[src/usbdc_pkg.sv]
// Purpose: shared constants and carrier types of the usb device control core
// Assumes: 250 MHz core clock, 32-bit classic Wishbone register slave
// Notes: byte offsets are word aligned; times are kept in microseconds
package usbdc_pkg;
   localparam int CLK_MHZ = 250;
   localparam int SUSP_TIME_US = 3000;
   localparam int RWK_TIME_US = 5000;
   localparam int RSM_TIME_US = 2000;
   localparam int BCON_TIME_US = 300000;
   localparam int SUSP_CYC = SUSP_TIME_US * CLK_MHZ;
   localparam int RWK_CYC = RWK_TIME_US * CLK_MHZ;
   localparam int RSM_CYC = RSM_TIME_US * CLK_MHZ;
   localparam int BCON_CYC = BCON_TIME_US * CLK_MHZ;
   localparam int TMR_W = 27;

   // register byte offsets
   localparam logic [7:0] OFS_CTRL = 8'h00;
   localparam logic [7:0] OFS_FLAGS = 8'h04;
   localparam logic [7:0] OFS_INTEN = 8'h08;
   localparam logic [7:0] OFS_ADDR = 8'h0C;
   localparam logic [7:0] OFS_EPSEL = 8'h10;
   localparam logic [7:0] OFS_EPRST = 8'h14;
   localparam logic [7:0] OFS_EPCFG = 8'h18;
   localparam logic [7:0] OFS_EPINT = 8'h1C;

   // control register fields
   localparam int CT_MACRO_EN = 0;
   localparam int CT_FREEZE = 1;
   localparam int CT_DETACH = 2;
   localparam int CT_LOW_SPEED = 3;
   localparam int CT_RWAKE = 4;
   localparam int CT_HOST = 5;
   localparam int CT_VBUS_REQ = 6;
   localparam logic [6:0] CTRL_RST = 7'h06;

   // device flag fields (write one to clear)
   localparam int FL_SUSP = 0;
   localparam int FL_WAKE = 1;
   localparam int FL_RSM_SENT = 2;
   localparam int FL_EORSM = 3;
   localparam int FL_BUS_RST = 4;
   localparam int FL_BCON_ERR = 5;
   localparam int FL_VBUS_ERR = 6;
   localparam int FL_SRP = 7;
   localparam int NFLAGS = 8;

   // address register fields
   localparam int AD_ENABLE = 7;
   localparam logic [6:0] DEF_ADDR = 7'h00;

   // endpoint config fields
   localparam int EC_EN = 0;
   localparam int EC_MEMORY_ALLOCATE_BIT = 1;
   localparam int EC_BANKS = 2;
   localparam int EC_SIZE_LO = 4;
   localparam int EC_TOG_RST = 8;
   localparam int EC_STALL_CLR = 9;
   localparam int EC_STALL_SET = 10;
   localparam int EC_STALL_IE = 11;
   localparam int EC_RX_IE = 12;
   localparam int EC_STALL_RQ = 14;
   localparam int EC_CFG_OK = 15;
   localparam int EC_TOGGLE = 16;

   // endpoint flag fields
   localparam int EI_STALLED = 0;
   localparam int EI_RX_OUT = 1;
   localparam int EI_BANK_ACCESS_ALLOWED = 2;

   localparam int NEP = 7;
   localparam logic [8:0] EP0_MAX = 9'h040;
   localparam logic [8:0] EP1_MAX = 9'h100;
   localparam logic [8:0] EPN_MAX = 9'h040;

   typedef enum logic [1:0] {TK_OUT, TK_IN, TK_SETUP} usbdc_tkind_t;
   typedef enum logic [1:0] {HS_NONE, HS_ACK, HS_NAK, HS_STALL} usbdc_hs_t;
   typedef enum logic [1:0] {LN_ACTIVE, LN_SUSPEND, LN_RESUME} usbdc_lstate_t;

   typedef struct packed {
      logic valid;
      usbdc_tkind_t kind;
      logic [6:0] addr;
      logic [2:0] ep;
   } usbdc_tok_t;

   typedef struct packed {
      logic valid;
      usbdc_hs_t code;
      logic toggle;
   } usbdc_resp_t;
endpackage

[src/usbdc_core.sv]
// Purpose: usb device control core: reset, endpoints, address, suspend, stall
// Assumes: token events come from a serial engine on CLK; pins are synchronised
// Notes: registers on classic Wishbone, answer one cycle after the strobe
`timescale 1ns/1ps
module usbdc_core #(
   parameter int SUSP_CYC = usbdc_pkg::SUSP_CYC,
   parameter int RWK_CYC = usbdc_pkg::RWK_CYC,
   parameter int RSM_CYC = usbdc_pkg::RSM_CYC,
   parameter int BCON_CYC = usbdc_pkg::BCON_CYC
) (
   // clock and reset
   input wire logic CLK,
   input wire logic SYS_RST,
   // wishbone slave
   input wire logic WB_CYC_I,
   input wire logic WB_STB_I,
   input wire logic WB_WE_I,
   input wire logic [7:0] WB_ADR_I,
   input wire logic [3:0] WB_SEL_I,
   input wire logic [31:0] WB_DAT_I,
   output logic [31:0] WB_DAT_O,
   output logic WB_ACK_O,
   // serial engine events
   input wire usbdc_pkg::usbdc_tok_t TOKEN,
   input wire logic LINE_IDLE,
   input wire logic BUS_RESET,
   input wire logic END_OF_RESUME,
   input wire logic SRP_SEEN,
   output usbdc_pkg::usbdc_resp_t RESPONSE,
   // pins
   input wire logic VBUS_PIN,
   input wire logic VBUS_DROP_PIN,
   input wire logic PERIPH_CONN_PIN,
   output logic PULLUP_DP,
   output logic PULLUP_DM,
   output logic RESUME_DRIVE,
   output logic FULL_SPEED,
   output logic VBUS_ON,
   output logic MACRO_CLK_EN,
   // interrupt lines
   output logic DEV_IRQ,
   output logic EP_IRQ
);
   localparam int N = usbdc_pkg::NEP;

   function automatic logic [8:0] ep_max(input logic [2:0] ep);
      if (ep == 3'd0) ep_max = usbdc_pkg::EP0_MAX;
      else if (ep == 3'd1) ep_max = usbdc_pkg::EP1_MAX;
      else ep_max = usbdc_pkg::EPN_MAX;
   endfunction

   // per-bank bytes are 8 shl size code; must fit this endpoint's buffer
   function automatic logic size_fits(input logic [2:0] ep, input logic [2:0] code);
      logic [11:0] bytes;
      bytes = 12'h008 << code;
      size_fits = (code <= 3'd5) && (bytes <= {3'b000, ep_max(ep)});
   endfunction

   logic [6:0] ctrl_r;
   logic [usbdc_pkg::NFLAGS-1:0] flag_r, inten_r;
   logic [6:0] addr_r;
   logic addr_en_r;
   logic [2:0] sel_r;
   logic [N-1:0] ep_en_r, ep_memory_allocate_bit_r, ep_bk_r, ep_stall_r, ep_tog_r;
   logic [N-1:0] ep_stalled_r, ep_rxout_r, ep_bank_access_allowed_r, ep_stie_r, ep_rxie_r;
   logic [2:0] ep_size_r [N];
   logic [N-1:0] ep_rst_r;
   logic ack_r;
   logic [31:0] rdat_r;
   usbdc_pkg::usbdc_resp_t resp_r;
   usbdc_pkg::usbdc_lstate_t lstate_r;
   logic fs_r, pu_dp_r, pu_dm_r, full_r, rsm_r, devirq_r, epirq_r, clken_r, idle_q_r, vdrop_q_r;
   logic vbus_s, vdrop_s, pconn_s;

   logic soft_rst, wr, frozen, line_act_rise, vdrop_rise, attach;
   logic t_susp, t_rwk, t_rsm, t_bcon;
   logic [N-1:0] sel_hot, ep_hold, cfg_ok, tok_hot;
   logic [31:0] wdat;

   assign soft_rst = !ctrl_r[usbdc_pkg::CT_MACRO_EN];
   assign frozen = ctrl_r[usbdc_pkg::CT_FREEZE] || soft_rst;
   assign attach = !ctrl_r[usbdc_pkg::CT_DETACH] && vbus_s;
   assign wr = WB_CYC_I && WB_STB_I && WB_WE_I && ack_r;
   assign wdat = WB_DAT_I & {{8{WB_SEL_I[3]}}, {8{WB_SEL_I[2]}}, {8{WB_SEL_I[1]}},
                             {8{WB_SEL_I[0]}}};
   assign sel_hot = (sel_r < 3'd7) ? 7'(1 << sel_r) : '0;
   assign line_act_rise = idle_q_r && !LINE_IDLE;
   assign vdrop_rise = vdrop_s && !vdrop_q_r;
   assign tok_hot = (TOKEN.valid && TOKEN.ep < 3'd7) ? 7'(1 << TOKEN.ep) : '0;

   always_comb begin
      for (int i = 0; i < N; i++) begin
         ep_hold[i] = !ep_en_r[i] || ep_rst_r[i];
         cfg_ok[i] = ep_en_r[i] && ep_memory_allocate_bit_r[i] && size_fits(3'(i), ep_size_r[i]);
      end
   end

   usbdc_sync #(.W(3)) u_sync (
      .clk(CLK),
      .rst(SYS_RST),
      .din({VBUS_PIN, VBUS_DROP_PIN, PERIPH_CONN_PIN}),
      .dout({vbus_s, vdrop_s, pconn_s})
   );

   // suspend, wake and resume timers stop while the macro clock is frozen; u_bcon ignores freeze but stops on macro disable
   usbdc_timer u_susp (
      .clk(CLK),
      .rst(SYS_RST),
      .run(!frozen && LINE_IDLE && lstate_r == usbdc_pkg::LN_ACTIVE),
      .limit(usbdc_pkg::TMR_W'(SUSP_CYC)),
      .done(t_susp)
   );
   usbdc_timer u_rwk (
      .clk(CLK),
      .rst(SYS_RST),
      .run(!frozen && LINE_IDLE && lstate_r == usbdc_pkg::LN_SUSPEND
           && ctrl_r[usbdc_pkg::CT_RWAKE] && flag_r[usbdc_pkg::FL_SUSP]),
      .limit(usbdc_pkg::TMR_W'(RWK_CYC)),
      .done(t_rwk)
   );
   usbdc_timer u_rsm (
      .clk(CLK),
      .rst(SYS_RST),
      .run(!frozen && lstate_r == usbdc_pkg::LN_RESUME),
      .limit(usbdc_pkg::TMR_W'(RSM_CYC)),
      .done(t_rsm)
   );
   usbdc_timer u_bcon (
      .clk(CLK),
      .rst(SYS_RST),
      .run(!soft_rst && ctrl_r[usbdc_pkg::CT_HOST] && ctrl_r[usbdc_pkg::CT_VBUS_REQ]
           && !pconn_s),
      .limit(usbdc_pkg::TMR_W'(BCON_CYC)),
      .done(t_bcon)
   );

   // bus slave handshake and read mux
   always_ff @(posedge CLK or posedge SYS_RST) begin
      if (SYS_RST) begin
         ack_r <= 1'b0;
         rdat_r <= '0;
      end else begin
         ack_r <= WB_CYC_I && WB_STB_I && !ack_r;
         rdat_r <= '0;
         if (WB_CYC_I && WB_STB_I && !ack_r && !WB_WE_I) begin
            if (WB_ADR_I == usbdc_pkg::OFS_CTRL) rdat_r <= {25'h0, ctrl_r};
            else if (WB_ADR_I == usbdc_pkg::OFS_FLAGS) rdat_r <= {24'h0, flag_r};
            else if (WB_ADR_I == usbdc_pkg::OFS_INTEN) rdat_r <= {24'h0, inten_r};
            else if (WB_ADR_I == usbdc_pkg::OFS_ADDR) rdat_r <= {24'h0, addr_en_r, addr_r};
            else if (WB_ADR_I == usbdc_pkg::OFS_EPSEL) rdat_r <= {29'h0, sel_r};
            else if (WB_ADR_I == usbdc_pkg::OFS_EPCFG && sel_r < 3'd7) begin
               rdat_r[usbdc_pkg::EC_EN] <= ep_en_r[sel_r];
               rdat_r[usbdc_pkg::EC_MEMORY_ALLOCATE_BIT] <= ep_memory_allocate_bit_r[sel_r];
               rdat_r[usbdc_pkg::EC_BANKS] <= ep_bk_r[sel_r];
               rdat_r[usbdc_pkg::EC_SIZE_LO +: 3] <= ep_size_r[sel_r];
               rdat_r[usbdc_pkg::EC_STALL_IE] <= ep_stie_r[sel_r];
               rdat_r[usbdc_pkg::EC_RX_IE] <= ep_rxie_r[sel_r];
               rdat_r[usbdc_pkg::EC_STALL_RQ] <= ep_stall_r[sel_r];
               rdat_r[usbdc_pkg::EC_CFG_OK] <= cfg_ok[sel_r];
               rdat_r[usbdc_pkg::EC_TOGGLE] <= ep_tog_r[sel_r];
            end else if (WB_ADR_I == usbdc_pkg::OFS_EPINT && sel_r < 3'd7) begin
               rdat_r[usbdc_pkg::EI_STALLED] <= ep_stalled_r[sel_r];
               rdat_r[usbdc_pkg::EI_RX_OUT] <= ep_rxout_r[sel_r];
               rdat_r[usbdc_pkg::EI_BANK_ACCESS_ALLOWED] <= ep_bank_access_allowed_r[sel_r];
            end
         end
      end
   end

   // control: only this register survives a macro disable
   always_ff @(posedge CLK or posedge SYS_RST) begin
      if (SYS_RST) begin
         ctrl_r <= usbdc_pkg::CTRL_RST;
      end else begin
         if (wr && WB_ADR_I == usbdc_pkg::OFS_CTRL && WB_SEL_I[0]) ctrl_r <= wdat[6:0];
         if (t_rsm) ctrl_r[usbdc_pkg::CT_RWAKE] <= 1'b0;
      end
   end

   // line state: active, suspended, driving resume
   always_ff @(posedge CLK or posedge SYS_RST) begin
      if (SYS_RST) begin
         lstate_r <= usbdc_pkg::LN_ACTIVE;
         fs_r <= 1'b0;
      end else if (soft_rst || BUS_RESET) begin
         lstate_r <= usbdc_pkg::LN_ACTIVE;
         fs_r <= 1'b0;
      end else begin
         case (lstate_r)
            usbdc_pkg::LN_ACTIVE: begin
               if (t_susp) begin
                  lstate_r <= usbdc_pkg::LN_SUSPEND;
                  fs_r <= 1'b1;
               end
            end
            usbdc_pkg::LN_SUSPEND: begin
               if (t_rwk) lstate_r <= usbdc_pkg::LN_RESUME;
               else if (line_act_rise) lstate_r <= usbdc_pkg::LN_ACTIVE;
            end
            usbdc_pkg::LN_RESUME: begin
               if (t_rsm) lstate_r <= usbdc_pkg::LN_ACTIVE;
            end
            default: lstate_r <= usbdc_pkg::LN_ACTIVE;
         endcase
      end
   end

   // device flags: hardware set wins over software clear
   always_ff @(posedge CLK or posedge SYS_RST) begin
      if (SYS_RST) begin
         flag_r <= '0;
         inten_r <= '0;
         idle_q_r <= 1'b1;
         vdrop_q_r <= 1'b0;
      end else if (soft_rst) begin
         flag_r <= '0;
         inten_r <= '0;
         idle_q_r <= 1'b1;
         vdrop_q_r <= vdrop_s;
      end else begin
         idle_q_r <= LINE_IDLE;
         vdrop_q_r <= vdrop_s;
         if (wr && WB_ADR_I == usbdc_pkg::OFS_INTEN && WB_SEL_I[0]) inten_r <= wdat[7:0];
         if (wr && WB_ADR_I == usbdc_pkg::OFS_FLAGS) flag_r <= flag_r & ~wdat[7:0];
         // wake detect still runs while frozen
         if (line_act_rise) begin
            flag_r[usbdc_pkg::FL_WAKE] <= 1'b1;
            flag_r[usbdc_pkg::FL_SUSP] <= 1'b0;
         end
         if (t_susp) begin
            flag_r[usbdc_pkg::FL_SUSP] <= 1'b1;
            flag_r[usbdc_pkg::FL_WAKE] <= 1'b0;
         end
         if (t_rwk) begin
            flag_r[usbdc_pkg::FL_RSM_SENT] <= 1'b1;
            flag_r[usbdc_pkg::FL_SUSP] <= 1'b0;
         end
         if (END_OF_RESUME) flag_r[usbdc_pkg::FL_EORSM] <= 1'b1;
         if (BUS_RESET) flag_r[usbdc_pkg::FL_BUS_RST] <= 1'b1;
         if (t_bcon) flag_r[usbdc_pkg::FL_BCON_ERR] <= 1'b1;
         if (vdrop_rise) flag_r[usbdc_pkg::FL_VBUS_ERR] <= 1'b1;
         if (SRP_SEEN && ctrl_r[usbdc_pkg::CT_HOST]) flag_r[usbdc_pkg::FL_SRP] <= 1'b1;
      end
   end

   // device address; firmware writes field and enable apart
   always_ff @(posedge CLK or posedge SYS_RST) begin
      if (SYS_RST) begin
         addr_r <= usbdc_pkg::DEF_ADDR;
         addr_en_r <= 1'b0;
      end else if (soft_rst || BUS_RESET) begin
         addr_r <= usbdc_pkg::DEF_ADDR;
         addr_en_r <= 1'b0;
      end else if (wr && WB_ADR_I == usbdc_pkg::OFS_ADDR && WB_SEL_I[0]) begin
         addr_r <= wdat[6:0];
         addr_en_r <= wdat[usbdc_pkg::AD_ENABLE];
      end
   end

   // endpoint select and configuration
   always_ff @(posedge CLK or posedge SYS_RST) begin
      if (SYS_RST) begin
         sel_r <= '0;
         ep_rst_r <= '0;
         ep_en_r <= '0;
         ep_memory_allocate_bit_r <= '0;
         ep_bk_r <= '0;
         ep_stie_r <= '0;
         ep_rxie_r <= '0;
         for (int i = 0; i < N; i++) ep_size_r[i] <= '0;
      end else if (soft_rst) begin
         sel_r <= '0;
         ep_rst_r <= '0;
         ep_en_r <= '0;
         ep_memory_allocate_bit_r <= '0;
         ep_bk_r <= '0;
         ep_stie_r <= '0;
         ep_rxie_r <= '0;
         for (int i = 0; i < N; i++) ep_size_r[i] <= '0;
      end else begin
         ep_rst_r <= '0;
         if (wr && WB_ADR_I == usbdc_pkg::OFS_EPSEL && WB_SEL_I[0]) sel_r <= wdat[2:0];
         if (wr && WB_ADR_I == usbdc_pkg::OFS_EPRST && WB_SEL_I[0]) ep_rst_r <= wdat[6:0];
         for (int i = 0; i < N; i++) begin
            if (wr && WB_ADR_I == usbdc_pkg::OFS_EPCFG && sel_hot[i]) begin
               if (WB_SEL_I[0]) begin
                  ep_en_r[i] <= wdat[usbdc_pkg::EC_EN];
                  ep_memory_allocate_bit_r[i] <= wdat[usbdc_pkg::EC_MEMORY_ALLOCATE_BIT];
                  ep_bk_r[i] <= wdat[usbdc_pkg::EC_BANKS];
                  ep_size_r[i] <= wdat[usbdc_pkg::EC_SIZE_LO +: 3];
               end
               if (WB_SEL_I[1]) begin
                  ep_stie_r[i] <= wdat[usbdc_pkg::EC_STALL_IE];
                  ep_rxie_r[i] <= wdat[usbdc_pkg::EC_RX_IE];
               end
            end
            if (BUS_RESET && i != 0) ep_en_r[i] <= 1'b0;
         end
      end
   end

   // data toggle: kept by endpoint reset, cleared by disable
   always_ff @(posedge CLK or posedge SYS_RST) begin
      if (SYS_RST) begin
         ep_tog_r <= '0;
      end else if (soft_rst) begin
         ep_tog_r <= '0;
      end else begin
         for (int i = 0; i < N; i++) begin
            if (!ep_en_r[i]) ep_tog_r[i] <= 1'b0;
            else if (wr && WB_ADR_I == usbdc_pkg::OFS_EPCFG && sel_hot[i] && WB_SEL_I[1]
                     && wdat[usbdc_pkg::EC_TOG_RST]) ep_tog_r[i] <= 1'b0;
            else if (tok_hot[i] && resp_ack(i)) ep_tog_r[i] <= !ep_tog_r[i];
         end
      end
   end

   // toggle only moves when a handshake really goes out
   function automatic logic resp_ack(input int i);
      resp_ack = !frozen && !ep_hold[i] && cfg_ok[i] && !ep_stall_r[i] && addr_match();
   endfunction

   function automatic logic addr_match();
      addr_match = TOKEN.addr == (addr_en_r ? addr_r : usbdc_pkg::DEF_ADDR);
   endfunction

   // stall request: set bit, self-clearing clear bit
   always_ff @(posedge CLK or posedge SYS_RST) begin
      if (SYS_RST) begin
         ep_stall_r <= '0;
      end else if (soft_rst) begin
         ep_stall_r <= '0;
      end else begin
         for (int i = 0; i < N; i++) begin
            if (wr && WB_ADR_I == usbdc_pkg::OFS_EPCFG && sel_hot[i] && WB_SEL_I[1]) begin
               if (wdat[usbdc_pkg::EC_STALL_CLR]) ep_stall_r[i] <= 1'b0;
               else if (wdat[usbdc_pkg::EC_STALL_SET]) ep_stall_r[i] <= 1'b1;
            end
         end
      end
   end

   // endpoint flags, cleared while the endpoint is held in reset
   always_ff @(posedge CLK or posedge SYS_RST) begin
      if (SYS_RST) begin
         ep_stalled_r <= '0;
         ep_rxout_r <= '0;
         ep_bank_access_allowed_r <= '0;
      end else if (soft_rst) begin
         ep_stalled_r <= '0;
         ep_rxout_r <= '0;
         ep_bank_access_allowed_r <= '0;
      end else begin
         for (int i = 0; i < N; i++) begin
            if (ep_hold[i]) begin
               ep_stalled_r[i] <= 1'b0;
               ep_rxout_r[i] <= 1'b0;
               ep_bank_access_allowed_r[i] <= 1'b0;
            end else begin
               if (wr && WB_ADR_I == usbdc_pkg::OFS_EPINT && sel_hot[i] && WB_SEL_I[0]) begin
                  if (wdat[usbdc_pkg::EI_STALLED]) ep_stalled_r[i] <= 1'b0;
                  if (wdat[usbdc_pkg::EI_RX_OUT]) begin
                     ep_rxout_r[i] <= 1'b0;
                     ep_bank_access_allowed_r[i] <= 1'b0;
                  end
               end
               if (tok_hot[i] && addr_match() && cfg_ok[i] && !frozen) begin
                  if (ep_stall_r[i]) ep_stalled_r[i] <= 1'b1;
                  else if (TOKEN.kind == usbdc_pkg::TK_OUT) begin
                     ep_rxout_r[i] <= 1'b1;
                     ep_bank_access_allowed_r[i] <= 1'b1;
                  end
               end
            end
         end
      end
   end

   // handshake for each token; silence while frozen, for foreign address, bad config or endpoint reset
   always_ff @(posedge CLK or posedge SYS_RST) begin
      if (SYS_RST) begin
         resp_r <= '0;
      end else begin
         resp_r <= '0;
         if (!soft_rst && !frozen && TOKEN.valid && TOKEN.ep < 3'd7 && addr_match()
             && !ep_hold[TOKEN.ep] && cfg_ok[TOKEN.ep]) begin
            resp_r.valid <= 1'b1;
            resp_r.toggle <= ep_tog_r[TOKEN.ep];
            resp_r.code <= ep_stall_r[TOKEN.ep] ? usbdc_pkg::HS_STALL : usbdc_pkg::HS_ACK;
         end
      end
   end

   // pins and interrupt lines, all registered
   always_ff @(posedge CLK or posedge SYS_RST) begin
      if (SYS_RST) begin
         pu_dp_r <= 1'b0;
         pu_dm_r <= 1'b0;
         full_r <= 1'b1;
         rsm_r <= 1'b0;
         clken_r <= 1'b0;
         devirq_r <= 1'b0;
         epirq_r <= 1'b0;
      end else begin
         pu_dp_r <= attach && !ctrl_r[usbdc_pkg::CT_LOW_SPEED];
         pu_dm_r <= attach && ctrl_r[usbdc_pkg::CT_LOW_SPEED];
         full_r <= fs_r || !ctrl_r[usbdc_pkg::CT_LOW_SPEED];
         rsm_r <= lstate_r == usbdc_pkg::LN_RESUME;
         clken_r <= !frozen;
         devirq_r <= |(flag_r & inten_r);
         epirq_r <= |((ep_stalled_r & ep_stie_r) | (ep_rxout_r & ep_rxie_r));
      end
   end

   assign WB_ACK_O = ack_r;
   assign WB_DAT_O = rdat_r;
   assign RESPONSE = resp_r;
   assign PULLUP_DP = pu_dp_r;
   assign PULLUP_DM = pu_dm_r;
   assign RESUME_DRIVE = rsm_r;
   assign FULL_SPEED = full_r;
   assign VBUS_ON = ctrl_r[usbdc_pkg::CT_VBUS_REQ];
   assign MACRO_CLK_EN = clken_r;
   assign DEV_IRQ = devirq_r;
   assign EP_IRQ = epirq_r;
endmodule

[src/usbdc_sync.sv]
// Purpose: two-stage synchroniser for pin levels
// Assumes: inputs are asynchronous to CLK
// Notes: first stage feeds only the second
`timescale 1ns/1ps
module usbdc_sync #(
   parameter int W = 1
) (
   // clock and reset
   input wire logic clk,
   input wire logic rst,
   // levels
   input wire logic [W-1:0] din,
   output logic [W-1:0] dout
);
   logic [W-1:0] meta_r;

   always_ff @(posedge clk or posedge rst) begin
      if (rst) begin
         meta_r <= '0;
         dout <= '0;
      end else begin
         meta_r <= din;
         dout <= meta_r;
      end
   end
endmodule

[src/usbdc_timer.sv]
// Purpose: run-while-held cycle counter with a one-cycle done pulse
// Assumes: limit is at least one
// Notes: restarts whenever run drops; fires once per run
`timescale 1ns/1ps
module usbdc_timer (
   // clock and reset
   input wire logic clk,
   input wire logic rst,
   // control
   input wire logic run,
   input wire logic [usbdc_pkg::TMR_W-1:0] limit,
   output logic done
);
   logic [usbdc_pkg::TMR_W-1:0] cnt_r;
   logic fired_r;

   always_ff @(posedge clk or posedge rst) begin
      if (rst) begin
         cnt_r <= '0;
         fired_r <= 1'b0;
         done <= 1'b0;
      end else if (!run) begin
         cnt_r <= '0;
         fired_r <= 1'b0;
         done <= 1'b0;
      end else begin
         done <= 1'b0;
         if (!fired_r) begin
            if (cnt_r == limit - 1'b1) begin
               done <= 1'b1;
               fired_r <= 1'b1;
            end
            cnt_r <= cnt_r + 1'b1;
         end
      end
   end
endmodule
[config.mk]
export PLATFORM = sky130hd
export DESIGN_NAME = usbdc_core
export DESIGN_NICKNAME = d
export VERILOG_FILES = /design/src/usbdc_pkg.sv /design/src/usbdc_core.sv /design/src/usbdc_sync.sv /design/src/usbdc_timer.sv
export SDC_FILE = /design/constraint.sdc
export NUM_CORES = 1
export LEC_CHECK = 0
export ABC_CLOCK_PERIOD_IN_PS = 23400
export BUFFER_PORTS_ARGS = -buffer_cell sky130_fd_sc_hd__buf_4
export CAP_MARGIN = 15
export CORE_MARGIN = 4
export CORE_UTILIZATION = 30
export CTS_CLUSTER_SIZE = 8
export DETAILED_ROUTE_END_ITERATION = 6
export GPL_ROUTABILITY_DRIVEN = 0
export PLACE_DENSITY = 0.44
export REMOVE_ABC_BUFFERS = 1
export SETUP_SLACK_MARGIN = 0.02
export SYNTH_ARGS = -nofsm -noshare
export SYNTH_HDL_FRONTEND = slang
export SYNTH_SLANG_ARGS = --single-unit
[constraint.sdc]
create_clock -name CLK -period 23.4 [get_ports CLK]
set_clock_uncertainty 0.05 [all_clocks]
set_input_delay 2.34 -clock CLK [delete_from_list [all_inputs] [get_ports CLK]]
set_output_delay 2.34 -clock CLK [all_outputs]
set_load 0.02 [all_outputs]
After elaboration in Yosys (flattened, before gate mapping):

Cells that the tools add are included.

* register bits: 303
* input bits: 69
* logic and storage cells: 773
* output and inout port bits: 45

* add/sub/neg operators: 4
* mux-type cells: 327
* $lt $le $gt $ge: 19
* equality and inequality tests: 62
* shift-type cells: 9
* bitwise operators: 8
* reduce and logical (&&, ||, !) cells: 240

Operators by type and width (count)
* 1-bit two-way mux: 244
* 27-bit two-way mux: 8
* 1-bit logical AND: 154
* 7-bit two-way mux: 17
* 27-bit by 1-bit adder with 27-bit output, second input constant: 4
* 32-bit two-way mux: 3
* 4-bit by 3-bit left shift with 12-bit output, first input constant: 7
* 12-bit by 7-bit less-or-equal comparator with 1-bit output, second input constant: 6
* 3-bit two-way mux: 19
* 2-bit AND reduction: 28
* 1-bit binary-select mux with 3-bit select: 15
* 1-bit zero test: 38
* 17-bit two-way mux: 2
* 8-bit by 5-bit == test with 1-bit output, second input constant: 4
* 8-bit two-way mux: 4
* 2-bit by 1-bit != test with 1-bit output, second input constant: 16
* 4-bit by 2-bit != test with 1-bit output, second input constant: 8
* 27-bit by 19-bit == test with 1-bit output, second input constant: 1
* 27-bit by 20-bit == test with 1-bit output, second input constant: 1
* 27-bit by 21-bit == test with 1-bit output, second input constant: 1
* 27-bit == test, second input constant: 1
* 3-bit by 2-bit != test with 1-bit output, second input constant: 8
* 3-bit less-or-equal comparator, second input constant: 7
* 21-bit two-way mux: 1
* other kinds (33): 72

Depth between registers and ports, before layout:

* depth after elaboration: 13
* depth in mapped cells: 9
* gate-level depth less buffers: 7

Cells and area by module:

A second synthesis with hierarchy kept.

* cells, all modules: 2186
* area total of the unflattened synthesis: 19059.5 µm²

By module, submodules not included
* usbdc_core: sequential area each 4033.9 µm², area an instance 9014.9 µm², instances 1, cells an instance 988
* usbdc_timer (u_bcon ...): sequential area each 725.7 µm², area an instance 2512.4 µm², instances 2, cells an instance 300
* usbdc_timer (u_rwk): sequential area each 725.7 µm², area an instance 2443.6 µm², instances 1, cells an instance 297
* usbdc_timer (u_susp): sequential area each 725.7 µm², area an instance 2422.3 µm², instances 1, cells an instance 294
* usbdc_sync: sequential area each 150.1 µm², area an instance 153.9 µm², instances 1, cells an instance 7

Worst setup path before layout:

No wires, ideal clock.

* path kind: in2reg
* start: input WB_ADR_I[5]
* end: register ctrl_r[3]
* required time: 23225 ps
* stages on the path: 5
* arrival: 3868 ps
* path buffers: 0
* slack: 19357 ps
* cells stage by stage: nor4_1 > and2_1 > nand2_1 > nor2_2 > mux2_2

* longest elaborated chain between the ends: 3

Ends and longest elaborated chain
* from (decl): RTL line usbdc_core.sv:18 `input wire logic [7:0] WB_ADR_I,`
* 8-bit zero test: RTL line usbdc_core.sv:175 `if (wr && WB_ADR_I == usbdc_pkg::OFS_CTRL && WB_SEL_I[0]) ctrl_r <= wdat[6:0];`
* 1-bit logical AND (2 in a row): RTL line usbdc_core.sv:175
* to (signal assigned): RTL line usbdc_core.sv:173 `ctrl_r <= usbdc_pkg::CTRL_RST;`
* to (signal assigned): RTL line usbdc_core.sv:175
* to (decl): RTL line usbdc_core.sv:59 `logic [6:0] ctrl_r;`

Every way passes these cells.
A chain may end at the register's enable or synchronous reset.

Worst setup path after layout:

* start: input WB_ADR_I[5]
* end: register ep_stall_r[5]

* longest elaborated chain between the ends: 6

Ends and longest elaborated chain
* 8-bit by 5-bit == test with 1-bit output: RTL line usbdc_core.sv:335 `if (wr && WB_ADR_I == usbdc_pkg::OFS_EPCFG && sel_hot[i] && WB_SEL_I[1]) begin`
* 1-bit logical AND (3 in a row): RTL line usbdc_core.sv:335
* 2-bit by 1-bit != test with 1-bit output (no source line)
* 2-bit AND reduction (no source line)
* to (signal assigned): RTL line usbdc_core.sv:332 `ep_stall_r <= '0;`
* to (signal, indexed assignment): RTL line usbdc_core.sv:336 `if (wdat[usbdc_pkg::EC_STALL_CLR]) ep_stall_r[i] <= 1'b0;`
* to (signal, indexed assignment): RTL line usbdc_core.sv:337 `else if (wdat[usbdc_pkg::EC_STALL_SET]) ep_stall_r[i] <= 1'b1;`
* to (decl): RTL line usbdc_core.sv:64 `logic [N-1:0] ep_en_r, ep_memory_allocate_bit_r, ep_bk_r, ep_stall_r, ep_tog_r;`

Every way passes these cells.

==> impl_metrics.py <==
metrics = {
    "clocking": {
        "cts_hold_buf": 0,
        "path_clk_slew_ns": 0.05,
        "insertion_delay_ns": 0.56,
        "htreeDepth": 2,
        "cts_tree": "built",
        "cts_num_sinks": 283,
        "cts_setup_buffers": 0,
        "cts_max_path_buffers": 3,
        "cts-root-buf": "clkbuf_16",
        "post_cts_resized": 0,
        "cts_made_buffers": 41,
    },
    "timing": {
        "rsz0062_at_grt": "no",
        "setup_viol": 0,
        "max_freq_mhz": 208,
        "setup_tns_ns": 0,
        "relSlewSlack_pct": 29.4,
        "worstMarginPinSlew_ns": 1.05,
        "period_share_pct": 20.6,
        "hold_viol_final": 0,
        "final_max_slew_viol_count": 0,
        "post-route-min-period_ns": 4.82,
        "hold-worst-slack_ns": 0.299,
    },
    "global_route": {
        "antenna_found_initial": 1,
        "gr-total-overflow": 0,
        "grt_max_degree": 89,
        "grt_pass1_vias": 11600,
        "grt_pass1_wl_um": 68700,
        "grt_usage_pct": 16.8,
    },
    "setup_path": {
        "r2r-start": "ctrl_r[0]$_DFFE_PP0P_",
        "crit_slowest_cell": "nor4b_1",
        "cp_cell_sequence": "buf_4 > nor4b_1 > and2_1 > nand3_1 > nor2_1 > a21oi_1 > a211oi_1",
        "worst_ep_arrival_time_ns": 5.23,
        "path_buf_inv": 1,
        "worstSetupStartpointType": "primary input",
        "rr_worst_depth": 5,
        "crit_fanout": 22,
        "r2r_slack_ns": 20.56,
        "end_kind": "register",
        "crit_start": "WB_ADR_I[5]",
        "crit_family": "simple AND/OR/NAND/NOR gates",
        "worstReg2RegEnd": "ep_rxout_r[4]$_DFF_PP0_",
        "critPathKind": "in -> reg",
        "required_ns": 23.81,
        "cp.depth": 7,
        "max_stage_delay_ns": 0.81,
        "endpoint": "ep_stall_r[5]$_DFFE_PP0P_",
    },
    "routing": {
        "drt_pass1_iterations": 5,
        "routed_wl_um": 43400,
        "via_count": 11600,
        "final_antenna_net_count": 0,
        "drc": 0,
        "drtIter0Drc": 845,
        "via_per_inst": 5.21,
        "routedWlPerCell_um": 19.4,
    },
    "yosys": {
        "syn_area_sq_um": 14400,
        "yosys_most_used_dff": "dfrtp_1",
        "synth_top_area_share_pct": 48.5,
        "synth.area.top_cells": "dfrtp_1 48%, nor2_1 5.1%, nand2_1 4.7%",
        "synth_edf_count": 0,
        "synthCells": 1546,
        "synth.avg_cell_area_sq_um": 9.31,
        "yosysSeqAreaShare_pct": 49.2,
        "yosysWarnings": 0,
        "yosysTopAreaCell": "dfrtp_1",
        "ys_types": 69,
        "async_flop_share_pct": 100,
        "ys_ff_latch": 283,
    },
    "job": {
        "cap_viol_max_count": 0,
    },
    "worst_hold_path": {
        "hold_path_class": "reg -> reg",
        "whs_path_depth": 0,
    },
    "outcome": {
        "status": "completed",
    },
    "final_layout": {
        "fill_cells": 4894,
        "drive_gt1_share_pct": 10.7,
        "antenna_cells": 0,
        "area_delta_synth_final_pct": 15.1,
        "nNetsFinal": 1669,
        "final_cells": 2232,
    },
    "power": {
        "powerDensity_nw_per_um2": 65.2,
        "ir_worst_vdd_uv": 42.0,
        "power_leakage_nw": 6.65,
        "total_power_mw": 1.08,
    },
    "die": {
        "die_y_um": 227,
        "die_area_sq_um": 51600,
        "ios": 114,
        "rows": 80,
        "die_w_um": 227,
        "start_util_pct": 30.3,
        "core_sq_um": 47500,
    },
    "placement": {
        "dpl.hpwl_um": 29500,
        "dpl.cell_count": 2167,
        "numPortBuffers": 73,
    },
}
## metrics by stage
stage / setup WS (ns) / utilization (%) / instance area, sq um
2_1_floorplan: 13.21 / - / 14000
3_3_place_gp: 18.07 / 32.4 / 15400
3_5_place_dp: 18.05 / 32.4 / 15400
4_1_cts: 18.64 / 34.8 / 16600
5_1_grt: 18.39 / 34.9 / 16600
6_report: 18.58 / 34.9 / 16600
## final cells by class
| cell class | count | area (sq um) | share of cell area, % |
|---|---|---|---|
| Clock buffer | 60 | 1100 | 6.62 |
| Clock inverter | 4 | 42.5 | 0.257 |
| Inverter | 14 | 60.1 | 0.362 |
| Multi-Input combinational cell | 1170 | 6860 | 41.4 |
| Sequential cell | 283 | 7090 | 42.8 |
| Tap cell | 615 | 769 | 4.64 |
| Timing Repair Buffer | 86 | 653 | 3.94 |
## worst reg2reg max path: stages (launching register included)
cell and delay (ns):
dfrtp_1 0.77, and2b_1 0.53, nand3_1 0.17, or4_4 0.59, or4b_4 0.59, nand2_1 0.09
## per-layer routing
| layer | up-vias | GRT usage (%) | wire length, um |
|---|---|---|---|
| li1 | 5533 | - | - |
| met1 | 5737 | 24.3 | 20500 |
| met2 | 275 | 25.8 | 19500 |
| met3 | 74 | 2.81 | 2130 |
| met4 | 2 | 5.58 | 1260 |
| met5 | - | 0 | 17 |
## power by group
| group | leakage, nW | switching (mW) | internal (mW) |
|---|---|---|---|
| clock | 0.550 | 0.227 | 0.322 |
| combinational | 2.21 | 0.0290 | 0.00998 |
| sequential | 3.89 | 0.00132 | 0.492 |
## sequential cells by signal, summed over array words and instances, names as in the netlist, 8 cells and up
signal,count
inten_r,8
u_bcon.cnt_r,27
WB_DAT_O,13
u_rwk.cnt_r,27
flag_r,8
ep_size_r,21
u_rsm.cnt_r,27
u_susp.cnt_r,27
## layout by cell type (no fill, tap or decap), types with 41 or more instances in the layout
master / Yosys / final
nor2_1: 194 / 194
nand3_1: 77 / 77
dfrtp_1: 279 / 278
buf_4: 20 / 85
clkbuf_16: 0 / 41
a21oi_1: 117 / 117
nand2_1: 182 / 182
o21ai_0: 103 / 103
nand4_1: 41 / 41
xor2_1: 73 / 73
## worst min path at each step
stage                                from                  endpoint
2_1_floorplan  u_sync.meta_r[0]$_DFF_PP0_  u_sync.dout[0]$_DFF_PP0_
3_3_place_gp   u_sync.meta_r[2]$_DFF_PP0_  u_sync.dout[2]$_DFF_PP0_
3_5_place_dp   u_sync.meta_r[2]$_DFF_PP0_  u_sync.dout[2]$_DFF_PP0_
4_1_cts        u_sync.meta_r[2]$_DFF_PP0_  u_sync.dout[2]$_DFF_PP0_
5_1_grt        u_sync.meta_r[2]$_DFF_PP0_  u_sync.dout[2]$_DFF_PP0_
6_report       u_sync.meta_r[2]$_DFF_PP0_  u_sync.dout[2]$_DFF_PP0_
## cells by family (layout without fill, tap and decap cells)
kind of cell    count (synthesis)  after routing  synth area share [%]
fa+ha+maj                       4              4                 0.348
xor+xnor                       96             96                  5.84
buf+inv                       111            164                  3.60
mux                            58             58                  5.33
compound gates                309            309                  12.4
flops                         283            283                  49.2
simple gates                  684            684                  23.2
other cells                     1             19                0.0260
## cell usage after synthesis, types with 19 or more instances
cell and number:
o21ai_0 103, or3_1 21, dfrtp_1 279, clkbuf_1 62
and2_1 19, a21oi_1 117, mux2i_1 35, nor2_1 194
buf_4 20, nand3_1 77, o211ai_1 22, nor3_1 28
xnor2_1 23, xor2_1 73, nand2_1 182, nand4_1 41
No activity file was read; power rests on OpenSTA's default activity.
